==> config.mk <==
export PLATFORM = sky130hd
export DESIGN_NAME = cdio_top
export DESIGN_NICKNAME = d
export VERILOG_FILES = /design/src/cdio_pkg.sv /design/src/cdio_top.sv
export SDC_FILE = /design/constraint.sdc
export NUM_CORES = 1
export LEC_CHECK = 0
export BUFFER_PORTS_ARGS = -buffer_cell sky130_fd_sc_hd__buf_4
export CAP_MARGIN = 10
export CELL_PAD_IN_SITES_DETAIL_PLACEMENT = 1
export CELL_PAD_IN_SITES_GLOBAL_PLACEMENT = 2
export CORE_MARGIN = 2
export CORE_UTILIZATION = 36
export CTS_CLUSTER_DIAMETER = 80
export DETAILED_ROUTE_END_ITERATION = 8
export MAX_ROUTING_LAYER = met4
export PLACE_DENSITY = 0.85
export SLEW_MARGIN = 20
export SYNTH_ARGS = -nofsm -noshare
export SYNTH_HDL_FRONTEND = slang
export SYNTH_SLANG_ARGS = --single-unit
export TNS_END_PERCENT = 50
==> constraint.sdc <==
create_clock -name pclk -period 5.3 [get_ports pclk]
set_clock_uncertainty 0.1 [all_clocks]
set_input_delay 1.06 -clock pclk [delete_from_list [all_inputs] [get_ports pclk]]
set_output_delay 1.06 -clock pclk [all_outputs]
set_load 0.005 [all_outputs]
==> src/cdio_pkg.sv <==
package cdio_pkg;

  // ****************************************
  // Widths and timing
  // ****************************************
  localparam int unsigned CLK_HZ        = 20_000_000;
  localparam int unsigned SCAN_PERIOD_MS = 1000;
  localparam int unsigned SCAN_CYCLES   = (CLK_HZ / 1000) * SCAN_PERIOD_MS;
  localparam int unsigned PCT_FULL      = 100;
  localparam int unsigned PCT_ZERO      = 0;

  // ****************************************
  // Register offsets (byte addresses)
  // ****************************************
  localparam logic [11:0] OFS_CTRL    = 12'h000;
  localparam logic [11:0] OFS_REQ     = 12'h004;
  localparam logic [11:0] OFS_SLIDE   = 12'h008;
  localparam logic [11:0] OFS_TEMP    = 12'h00C;
  localparam logic [11:0] OFS_SETPT   = 12'h010;
  localparam logic [11:0] OFS_INJ     = 12'h014;
  localparam logic [11:0] OFS_COND    = 12'h018;
  localparam logic [11:0] OFS_STATUS  = 12'h01C;
  localparam logic [11:0] OFS_OUTS    = 12'h020;

  // ****************************************
  // Control register fields
  // ****************************************
  localparam int unsigned CTRL_RUN_CMD   = 0;
  localparam int unsigned CTRL_PUMP_CMD  = 1;
  localparam int unsigned CTRL_TRIP      = 2;
  localparam int unsigned CTRL_ALARM     = 3;
  localparam int unsigned CTRL_REM_EN    = 4;
  localparam int unsigned CTRL_START_OK  = 5;
  localparam int unsigned CTRL_MAN_STOP  = 6;
  localparam int unsigned CTRL_INJ_MODE  = 7;
  localparam int unsigned CTRL_DUAL_INJ  = 8;
  localparam int unsigned CTRL_SHUNT_EN  = 9;
  localparam int unsigned CTRL_TRIP_CLR  = 10;
  localparam logic [31:0] CTRL_RESET     = 32'h0000_0000;

  // Status register fields
  localparam int unsigned ST_HL_TRIP   = 0;
  localparam int unsigned ST_OIL1_TRIP = 1;
  localparam int unsigned ST_OIL2_TRIP = 2;
  localparam int unsigned ST_REM_START = 3;
  localparam int unsigned ST_AUX_FB    = 4;
  localparam int unsigned ST_MISMATCH  = 5;

  // ****************************************
  // Types
  // ****************************************
  typedef struct packed {
    logic starter_aux;
    logic high_level_ok;
    logic oil_float1_ok;
    logic oil_float2_ok;
    logic remote_select;
    logic remote_start;
    logic remote_raise;
    logic remote_lower;
  } cdio_in_t;

  typedef struct packed {
    logic comp_start;
    logic oil_pump;
    logic cap_raise;
    logic cap_lower;
    logic vri_raise;
    logic vri_lower;
    logic sump_heater;
    logic trip_ok;
    logic slide_sp1;
    logic slide_sp2;
    logic alarm_ok;
    logic econ_port2;
    logic liq_inj1;
    logic liq_inj2;
    logic remote_enabled;
    logic shunt_trip;
  } cdio_out_t;

  typedef enum logic [0:0] {
    CDIO_INJ_SOLENOID = 1'b0,
    CDIO_INJ_MOTOR    = 1'b1
  } cdio_inj_mode_t;

endpackage

==> src/cdio_top.sv <==
// Function
// Start output follows the compressor run command.
// Oil pump output follows the oil pump run command.
// Capacity raise only while running, requested, and slide below 100%.
// Capacity lower only while running, requested, and slide above 0%.
// Volume ratio raise/lower only while running; blocked at 100% / 0%.
// Sump heater on while separator temperature below its setpoint.
// Trip indicator on with no trip; off until trip clears.
// Alarm indicator on with no alarm; off until alarm clears.
// Slide setpoint outputs on when slide at or above own setpoint.
// Economizer port two on when slide at or above its setpoint.
// Solenoid injection: on when discharge and separator above setpoints.
// Motor valve injection: hysteresis on discharge, separator override release; code sets on discharge above sep_ovr, not inj_sp1.
// Dual injection: second output from liquid pressure and slide.
// Remote enabled while remote accepted, start ok, no manual stop.
// Shunt trip when motor runs without a run command.
// Starter drives auxiliary contact to confirm energized.
// High level input must be active; loss stops and trips.
// Each oil float must be active; loss stops, trips separately.
// Remote select gates remote raise and lower inputs.
// Remote start/stop requests start if available, stops when low.
// Remote raise/lower sampled once per second; partner holds them.
// Remote raise/lower move slide only while running, until released.
// All outputs deasserted in reset until first evaluation.
`timescale 1ns/100ps
`default_nettype none

module cdio_top
  import cdio_pkg::*;
#(
  parameter int unsigned SCAN_CYC = SCAN_CYCLES
) (
  // Clock and reset
  input  wire logic        pclk,
  input  wire logic        presetn,
  // APB slave
  input  wire logic        psel,
  input  wire logic        penable,
  input  wire logic        pwrite,
  input  wire logic [11:0] paddr,
  input  wire logic [31:0] pwdata,
  input  wire logic [3:0]  pstrb,
  output logic      [31:0] prdata,
  output logic             pready,
  output logic             pslverr,
  // Field inputs
  input  wire cdio_in_t    field_in,
  // Field outputs
  output cdio_out_t        field_out
);

  // Elaboration check: a zero scan period would never tick
  if (SCAN_CYC < 1) begin : g_scan_chk
    $error("SCAN_CYC must be at least one");
  end

  // ****************************************
  // Registers
  // ****************************************
  logic [31:0] ctrl_reg;
  logic [31:0] req_reg;
  logic [31:0] slide_reg;
  logic [31:0] temp_reg;
  logic [31:0] setpt_reg;
  logic [31:0] inj_reg;
  logic [31:0] cond_reg;
  logic [2:0]  trip_reg;
  logic [31:0] scan_cnt_reg;
  logic        rem_raise_reg;
  logic        rem_lower_reg;
  logic        eval_reg;
  logic        inj1_hold_reg;
  cdio_out_t   out_reg;
  cdio_out_t   out_next;

  // ****************************************
  // APB decode
  // ****************************************
  wire         acc      = psel & penable;
  wire         wr       = acc & pwrite;
  wire         hit_ctrl = (paddr == OFS_CTRL);
  wire         hit_req  = (paddr == OFS_REQ);
  wire         hit_sld  = (paddr == OFS_SLIDE);
  wire         hit_tmp  = (paddr == OFS_TEMP);
  wire         hit_sp   = (paddr == OFS_SETPT);
  wire         hit_inj  = (paddr == OFS_INJ);
  wire         hit_cnd  = (paddr == OFS_COND);
  wire         hit_st   = (paddr == OFS_STATUS);
  wire         hit_out  = (paddr == OFS_OUTS);
  wire         mapped   = hit_ctrl | hit_req | hit_sld | hit_tmp | hit_sp | hit_inj | hit_cnd
                          | hit_st | hit_out;
  wire  [31:0] bmask    = {{8{pstrb[3]}}, {8{pstrb[2]}}, {8{pstrb[1]}}, {8{pstrb[0]}}};

  function automatic logic [31:0] merge(input logic [31:0] old, input logic [31:0] nw,
                                        input logic [31:0] m);
    merge = (old & ~m) | (nw & m);
  endfunction

  // ****************************************
  // Field decode
  // ****************************************
  // Slide register: [7:0] slide %, [15:8] volume %, [23:16] liquid pressure
  wire  [7:0]  slide_pct = slide_reg[7:0];
  wire  [7:0]  vol_pct   = slide_reg[15:8];
  wire  [7:0]  liq_pres  = slide_reg[23:16];
  // Temp register: [15:0] discharge, [31:16] separator
  wire  [15:0] t_dis     = temp_reg[15:0];
  wire  [15:0] t_sep     = temp_reg[31:16];
  // Setpoint register: [7:0] sp1, [15:8] sp2, [23:16] econ2, [31:24] inj2 slide
  wire  [7:0]  sp1       = setpt_reg[7:0];
  wire  [7:0]  sp2       = setpt_reg[15:8];
  wire  [7:0]  sp_econ2  = setpt_reg[23:16];
  wire  [7:0]  sp_inj2s  = setpt_reg[31:24];
  // Injection register: [15:0] inj sp1, [31:16] separator override
  wire  [15:0] inj_sp1   = inj_reg[15:0];
  wire  [15:0] sep_ovr   = inj_reg[31:16];
  // Cond register: [15:0] heater sp, [23:16] differential, [31:24] inj2 pressure
  wire  [15:0] heat_sp   = cond_reg[15:0];
  wire  [7:0]  inj_diff  = cond_reg[23:16];
  wire  [7:0]  inj2_pres = cond_reg[31:24];

  wire         run_cmd   = ctrl_reg[CTRL_RUN_CMD];
  wire         any_trip  = ctrl_reg[CTRL_TRIP] | (|trip_reg);
  wire         field_ok  = field_in.high_level_ok & field_in.oil_float1_ok
                           & field_in.oil_float2_ok;
  wire         remote_on = ctrl_reg[CTRL_REM_EN] & field_in.remote_select;
  wire         rem_start = remote_on & field_in.remote_start & ctrl_reg[CTRL_START_OK];
  wire         run_eff   = (run_cmd | rem_start) & field_ok & ~(|trip_reg)
                           & ~(remote_on & ~field_in.remote_start);
  wire         running   = run_eff & field_in.starter_aux;
  wire         scan_tick = (scan_cnt_reg == SCAN_CYC - 1);
  wire  [16:0] dis_rel   = {1'b0, inj_sp1} - {9'h0_00, inj_diff};
  wire         inj_mode  = ctrl_reg[CTRL_INJ_MODE];

  // ****************************************
  // Output evaluation
  // ****************************************
  always_comb begin
    out_next                = '0;
    out_next.comp_start     = run_eff;
    out_next.oil_pump       = ctrl_reg[CTRL_PUMP_CMD] & field_ok;
    out_next.cap_raise      = running & (req_reg[0] | (remote_on & rem_raise_reg))
                              & (slide_pct < PCT_FULL[7:0]);
    out_next.cap_lower      = running & (req_reg[1] | (remote_on & rem_lower_reg))
                              & (slide_pct > PCT_ZERO[7:0]);
    out_next.vri_raise      = running & req_reg[2] & (vol_pct < PCT_FULL[7:0]);
    out_next.vri_lower      = running & req_reg[3] & (vol_pct > PCT_ZERO[7:0]);
    if (out_next.cap_raise && out_next.cap_lower) begin
      out_next.cap_lower = 1'b0;
    end
    if (out_next.vri_raise && out_next.vri_lower) begin
      out_next.vri_lower = 1'b0;
    end
    // Equal temperature holds the last state to avoid chatter
    if (t_sep < heat_sp) begin
      out_next.sump_heater = 1'b1;
    end else if (t_sep > heat_sp) begin
      out_next.sump_heater = 1'b0;
    end else begin
      out_next.sump_heater = out_reg.sump_heater;
    end
    out_next.trip_ok        = ~any_trip;
    out_next.alarm_ok       = ~ctrl_reg[CTRL_ALARM];
    out_next.slide_sp1      = (slide_pct >= sp1);
    out_next.slide_sp2      = (slide_pct >= sp2);
    out_next.econ_port2     = (slide_pct >= sp_econ2);
    if (inj_mode == CDIO_INJ_SOLENOID) begin
      out_next.liq_inj1 = (t_dis > inj_sp1) & (t_sep > sep_ovr);
    end else begin
      out_next.liq_inj1 = inj1_hold_reg;
    end
    out_next.liq_inj2       = ctrl_reg[CTRL_DUAL_INJ] & (liq_pres > inj2_pres)
                              & (slide_pct >= sp_inj2s);
    out_next.remote_enabled = remote_on & ctrl_reg[CTRL_START_OK]
                              & ~ctrl_reg[CTRL_MAN_STOP];
    out_next.shunt_trip     = ctrl_reg[CTRL_SHUNT_EN] & field_in.starter_aux & ~run_eff;
  end

  // ****************************************
  // Injection hysteresis
  // ****************************************
  wire inj1_set = running & (t_dis > sep_ovr) & (t_sep > sep_ovr);
  wire inj1_rel = ({1'b0, t_dis} < dis_rel) | (t_sep < sep_ovr) | ~running;

  always_ff @(posedge pclk or negedge presetn) begin
    if (!presetn) begin
      inj1_hold_reg <= 1'b0;
    end else if (inj1_set) begin
      inj1_hold_reg <= 1'b1;
    end else if (inj1_rel) begin
      inj1_hold_reg <= 1'b0;
    end
  end

  // ****************************************
  // Remote scan
  // ****************************************
  // Slow scan mirrors the controller's polling; short pulses can be missed
  always_ff @(posedge pclk or negedge presetn) begin
    if (!presetn) begin
      scan_cnt_reg  <= '0;
      rem_raise_reg <= 1'b0;
      rem_lower_reg <= 1'b0;
    end else if (scan_tick) begin
      scan_cnt_reg  <= '0;
      rem_raise_reg <= field_in.remote_raise;
      rem_lower_reg <= field_in.remote_lower;
    end else begin
      scan_cnt_reg  <= scan_cnt_reg + 32'h0000_0001;
    end
  end

  // ****************************************
  // Latched field trips
  // ****************************************
  wire [2:0] trip_set = {~field_in.oil_float2_ok, ~field_in.oil_float1_ok,
                         ~field_in.high_level_ok} & {3{eval_reg}};
  wire       trip_clr = wr & hit_ctrl & pstrb[1] & pwdata[CTRL_TRIP_CLR];

  always_ff @(posedge pclk or negedge presetn) begin
    if (!presetn) begin
      trip_reg <= '0;
    end else if (trip_clr) begin
      trip_reg <= trip_set;
    end else begin
      trip_reg <= trip_reg | trip_set;
    end
  end

  // ****************************************
  // Register writes
  // ****************************************
  always_ff @(posedge pclk or negedge presetn) begin
    if (!presetn) begin
      ctrl_reg  <= CTRL_RESET;
      req_reg   <= '0;
      slide_reg <= '0;
      temp_reg  <= '0;
      setpt_reg <= '0;
      inj_reg   <= '0;
      cond_reg  <= '0;
    end else if (wr) begin
      if (hit_ctrl) ctrl_reg  <= merge(ctrl_reg, pwdata, bmask) & ~(32'h0000_0001 << CTRL_TRIP_CLR);
      if (hit_req)  req_reg   <= merge(req_reg, pwdata, bmask);
      if (hit_sld)  slide_reg <= merge(slide_reg, pwdata, bmask);
      if (hit_tmp)  temp_reg  <= merge(temp_reg, pwdata, bmask);
      if (hit_sp)   setpt_reg <= merge(setpt_reg, pwdata, bmask);
      if (hit_inj)  inj_reg   <= merge(inj_reg, pwdata, bmask);
      if (hit_cnd)  cond_reg  <= merge(cond_reg, pwdata, bmask);
    end
  end

  // ****************************************
  // Read path
  // ****************************************
  wire [31:0] status_word = {26'h000_0000, out_reg.shunt_trip, field_in.starter_aux,
                             rem_start, trip_reg[2], trip_reg[1], trip_reg[0]};
  wire [31:0] rd_mux = hit_ctrl ? ctrl_reg  :
                       hit_req  ? req_reg   :
                       hit_sld  ? slide_reg :
                       hit_tmp  ? temp_reg  :
                       hit_sp   ? setpt_reg :
                       hit_inj  ? inj_reg   :
                       hit_cnd  ? cond_reg  :
                       hit_st   ? status_word :
                       hit_out  ? {16'h0000, out_reg} : 32'h0000_0000;

  always_ff @(posedge pclk or negedge presetn) begin
    if (!presetn) begin
      prdata  <= '0;
      pready  <= 1'b0;
      pslverr <= 1'b0;
    end else begin
      pready  <= psel & ~penable;
      pslverr <= psel & ~penable & ~mapped;
      prdata  <= (psel & ~penable & ~pwrite) ? rd_mux : 32'h0000_0000;
    end
  end

  // ****************************************
  // Output flops
  // ****************************************
  // Indicators stay low through reset so a dead board never reads as healthy
  always_ff @(posedge pclk or negedge presetn) begin
    if (!presetn) begin
      eval_reg  <= 1'b0;
      out_reg   <= '0;
    end else begin
      eval_reg  <= 1'b1;
      out_reg   <= eval_reg ? out_next : '0;
    end
  end

  assign field_out = out_reg;

endmodule // cdio_top

`default_nettype wire

Yosys cells after proc, flatten, opt, wreduce, memory -nomap -nowiden
Cells that the tools add are included.
{ "totals": {"ff_bits": 312, "inputBits": 61, "out_inout_bits": 50} }
{ "op_classes": {"add_sub_neg": 2, "magnitude_cmp": 16, "n_eq_ne": 10, "mux": 20, "bitwise": 84, "reduce_logical": 12} }
{ "ops": {"columns": ["cell", "count"], "rows": [
  ["two-way mux 32 bit", 9],
  ["bitwise AND 32 bit", 8],
  ["OR 32 bit", 7],
  ["greater-than comparator 16 bit", 4],
  ["equality test 12 x 5 -> 1 bit (second input constant)", 4],
  ["two-way mux 16 bit", 3],
  ["bitwise AND 1 bit", 38],
  ["adder 32 x 1 -> 32 bit (second input constant)", 1],
  ["equality test 32 x 25 -> 1 bit (second input constant)", 1],
  [">= comparator 8 bit", 4],
  ["< comparator 16 bit", 2],
  ["NOT 32 bit", 1],
  ["equality test 12 x 4 -> 1 bit (second input constant)", 2],
  ["< comparator 16 x 17 -> 1 bit", 1],
  ["subtractor 16 x 8 -> 17 bit", 1],
  ["greater-than comparator 8 x 1 -> 1 bit (second input constant)", 2],
  ["< comparator 8 x 7 -> 1 bit (second input constant)", 2],
  ["NOT 1 bit", 14],
  ["OR 1 bit", 14],
  ["AND reduction 2 bit", 7],
  ["equality test 12 x 3 -> 1 bit (second input constant)", 1],
  ["equality test 12 x 6 -> 1 bit (second input constant)", 1],
  ["logical NOT 12 bit", 1],
  ["greater-than comparator 8 bit", 1],
  ["other kinds (8)", 15]
]} }

Longest topological paths before layout
{ "logic_depth": {"word_depth": 13, "mapped_depth": 17} }

Worst setup path after synthesis
OpenSTA, ideal clock, no wires.
{ "synth_timing": {"path_kind": "flip-flop to flip-flop", "startpoint": "reg with a tool-made name", "endpoint": "reg inj1_hold_reg", "setup_ns": 0.129, "arrival_ns": 3.033, "setup_slack_ns": 2.039, "stages_incl_launch_ff": 14, "synth_period_minus_slack_ns": 3.261, "cell_sequence": "dfrtp_1 -> ha_1 -> or4_1 -> or3_1 -> or3_1 -> nor2_1 -> xnor2_1 -> ha_1 -> a21oi_1 -> nand2_1 -> a2111oi_0 -> o31ai_1 -> o311ai_1 -> a21oi_1"} }
{ "synth_rtl": {"columns": ["item", "line_no", "source"], "rows": [
  ["to (signal assigned)", "cdio_top.sv:187", "inj1_hold_reg <= 1'b0;"],
  ["to (signal assigned)", "cdio_top.sv:189", "inj1_hold_reg <= 1'b1;"],
  ["to (signal assigned)", "cdio_top.sv:191", "inj1_hold_reg <= 1'b0;"],
  ["to (decl)", "cdio_top.sv:72", "logic inj1_hold_reg;"]
]} }

==> results.txt <==
----------------------------------------------------
[Run status]
  Result of the run ... finished, final reports clean

[STA]
  Number of hold-slack violations in the final timing report ... 0
  Final setup violation count ... 0
  Worst hold margin ... 358 ps
  Highest achievable clock rate ... 0.250 GHz
  RSZ-0062 raised after global routing ... no
  Max-slew violation count ... 0
  Tightest Pin Transition ... 969 ps
  Part of the cycle the worst path needs ... 75.5%
  Worst slew margin relative to its limit ... between 30% and 40%
  Final worst path period need ... 4000 ps
  Setup tns final ... 0 ps

[Logic synthesis]
  Net Count, Synth ... 1791
  Gate Count Post-Synth ... 1601
  Leading area contributor after synthesis ... dfrtp_1
  Cell types occupying the most area after synthesis ... dfrtp_1 46%, mux2_2 11%, ha_1 9.4%
  Mean instance size in the synthesized netlist ... 10.6 µm²
  YS warnings ... 0
  Synth Register Bits ... 312
  Post-synthesis instance area ... 16900 µm²
  Prevailing post-synth register cell ... dfrtp_1
  Fraction of the yosys area taken by sequential cells ... 46.1%
  Post-synth EDFFs ... 0
  Cell types with the highest counts after synthesis ... 312 x dfrtp_1, 163 x mux2_2, 128 x ha_1, 120 x nand2_1, 119 x o21ai_0
  Number of distinct library cells after synthesis ... 75
  Share of the synthesized area in the top cell type ... a little under half
  Fraction of registers with async set/reset ... 100%
  Leading cell type by number of instances after synthesis ... dfrtp_1

[Worst hold path]
  Worst Hold Endpoint ... scan_cnt_reg[0]
  Path class of the lowest-slack min-delay path ... register to register
  Hold-critical path depth ... 1
  Start point of the worst hold path ... scan_cnt_reg[0]

[Placement]
  Routability Congestion ... 0.911
  Estimated wirelength of the detail-placed design ... 45.2 mm
  Number of buffers added on ports ... 110

[Floorplanning]
  Site row count ... 79
  Initial Util ... 36.4%
  Die height ... 221 µm
  Placeable Area ... 46600 µm²
  Die Width ... 221 µm
  Boundary pin count ... 111
  Die Area ... 48800 µm²

[Power and ir drop]
  Standby leakage power ... 9.53 nW
  Largest voltage drop on the vdd net ... 0.187 mV
  Power per standard cell area ... 266 nW/µm²

[GRT]
  Number of global-route vias before repair ... 14.7k
  Total GRT Usage ... 26.0%
  Initial antenna violation count ... 1
  Maximum number of pins on one net before global-route repair ... 106
  Overflow after GRT ... 0
  First-pass GRT wire length ... 93.6 mm

[Cells and area]
  Sequential cell area ... 7810 µm²
  FILL cells ... 5130
  Relative area change from synthesis to final layout ... 16.3%
  Multi-input gate area ... around 8500 µm²
  Fraction of layout instances using a drive strength above 1 ... 23.2%
  Net count of the finished layout ... 1913
  Total inserted antenna cells ... 0

[Drt]
  Routed via count ... 13.8k
  Average routed wire per standard cell ... approximately 26 µm
  Total wire length ... 62.0 mm
  DR iter-0 viols ... about 1.2k
  Number of antenna-violating nets in the routed design ... 0
  Via density per instance ... between 5 and 6
  Number of design rule violations left after detail routing ... 0
  DRT Pass-1 Iters ... 6

[CTS]
  # Post-CTS Setup Buffers ... 0
  H-tree depth ... 2
  Clock sink count ... 312
  Number of hold buffers added after CTS ... 0
  Worst-path clk slew ... 60 ps
  CTS tree ... done
  Number of buffers inserted during clock tree synthesis ... 37
  Number of buffers on the longest clock path ... 3
  PostCTS Resize Cnt ... 0
  Insertion delay to the later sink of the worst-skew pair ... 570 ps
  Clock Tree Root ... clkbuf_16

[Setup path]
  Cell repeated most along the worst path ... buf_4
  Delay of the slowest critical-path stage ... 830 ps
  Critical Path, Cell by Cell ... buf_4, nor4_1, and4b_1, nand2_2, buf_4, nor2_2, mux2_2
  Category of cells accounting for the largest share of critical-path delay ... simple AND/OR/NAND/NOR gates
  Depth of the most critical reg-to-reg path ... 17
  Arrival time of data at the critical path endpoint ... ~4400 ps
  Flop2flop setup slack ... 1330 ps
  CP max stage cell ... nor4_1
  Startpoint kind of the worst setup timing path ... input pin
  Worst Path Required ... 5640 ps
  Bufs and invs on worst path ... 2
  Crit Path Class ... input pin to register
  Capture instance of the worst register-to-register path ... inj1_hold_reg
  Maximum net fanout on the critical path ... 15
  Crit. End Element ... register

[Job]
  Max-capacitance violation count ... 0

----------------------------------------------------
-- where the power goes --
| part | internal [mW] | total [mW] | switching (mW) | leakage (nW) |
|---|---|---|---|---|
| Combinational | 0.0591 | 0.218 | 0.159 | 4.93 |
| Sequential | 2.39 | 2.39 | 0.00724 | 4.00 |
| Clock | 1.53 | 2.62 | 1.09 | 0.607 |
| Total | 3.98 | 5.24 | 1.26 | 9.53 |
-- cells in the final DEF, fill, tap and decap left out, types with 19 or more instances in the layout --
cell       instances
nand4_1           21
ha_1             128
xnor2_1           24
nand3_1           40
inv_1            109
nor2_2            20
nor3_1            21
dfrtp_1          312
o21ai_0          119
o22ai_1           20
buf_4            129
a21o_1            19
nor2_1            65
a21oi_1          106
nand2_1          120
clkbuf_16         37
a221oi_1          19
mux2_2           163
-- per-stage QoR --
step | instances | worst slack [ps] | area [µm²] | util [%] | power [mW]
after floorplan | 1601 | 2040 | 16900 | - | 2.49
after global placement | 2291 | 1020 | 18500 | 39.7 | 2.65
after detailed placement | 2291 | 852 | 18500 | 39.7 | 2.65
after CTS | 2358 | 1390 | 19700 | 42.3 | 5.27
after global routing | 2358 | 1010 | 19700 | 42.3 | 5.37
final | 2358 | 1300 | 19700 | 42.3 | 5.24
-- kinds of logic after synthesis --
logic type                 after synthesis  share of synthesized area, %
xor gates and xnor gates                40                          2.07
adders and majority gates              129                          9.57
muxes                                  176                          11.6
and+or+nand+nor                        394                          12.2
AOI/OAI and AO/OA                      391                          14.4
buffers and inverters                  158                          4.02
other                                    1                        0.0221
DFF                                    312                          46.1
-- per-layer routing --
| metal | vias to the layer above | wire (µm) | GRT usage [%] |
|---|---|---|---|
| li1 | 6073 | - | - |
| met1 | 7080 | 27100 | 34.5 |
| met2 | 536 | 28300 | 39.8 |
| met3 | 116 | 4260 | 4.58 |
| met4 | 0 | 2250 | 9.27 |
| met5 | - | 0 | - |
-- worst max-delay path by stage --
| stage | startpoint | to | slack [ps] | cells after the start |
|---|---|---|---|---|
| after floorplan | register | inj1_hold_reg | 2040 | 13 |
| after CTS | register | inj1_hold_reg | 1390 | 17 |
| after global routing | register | inj1_hold_reg | 1010 | 17 |
| after global placement | paddr[9] | register | 1020 | 7 |
| final | paddr[9] | register | 1300 | 7 |
| after detailed placement | paddr[9] | trip_reg[1] | 850 | 8 |
-- cell type report --
class                   instances  share of cell area [%]
flip-flops and latches        312                    39.6
well taps                     607                    3.85
multi-input cells            1131                    43.0
clock buffers                  51                    5.47
inverters                     109                    2.08
repair buffers                132                    5.19
clock inverters                16                   0.812
Power figures use the tool's default switching activity.
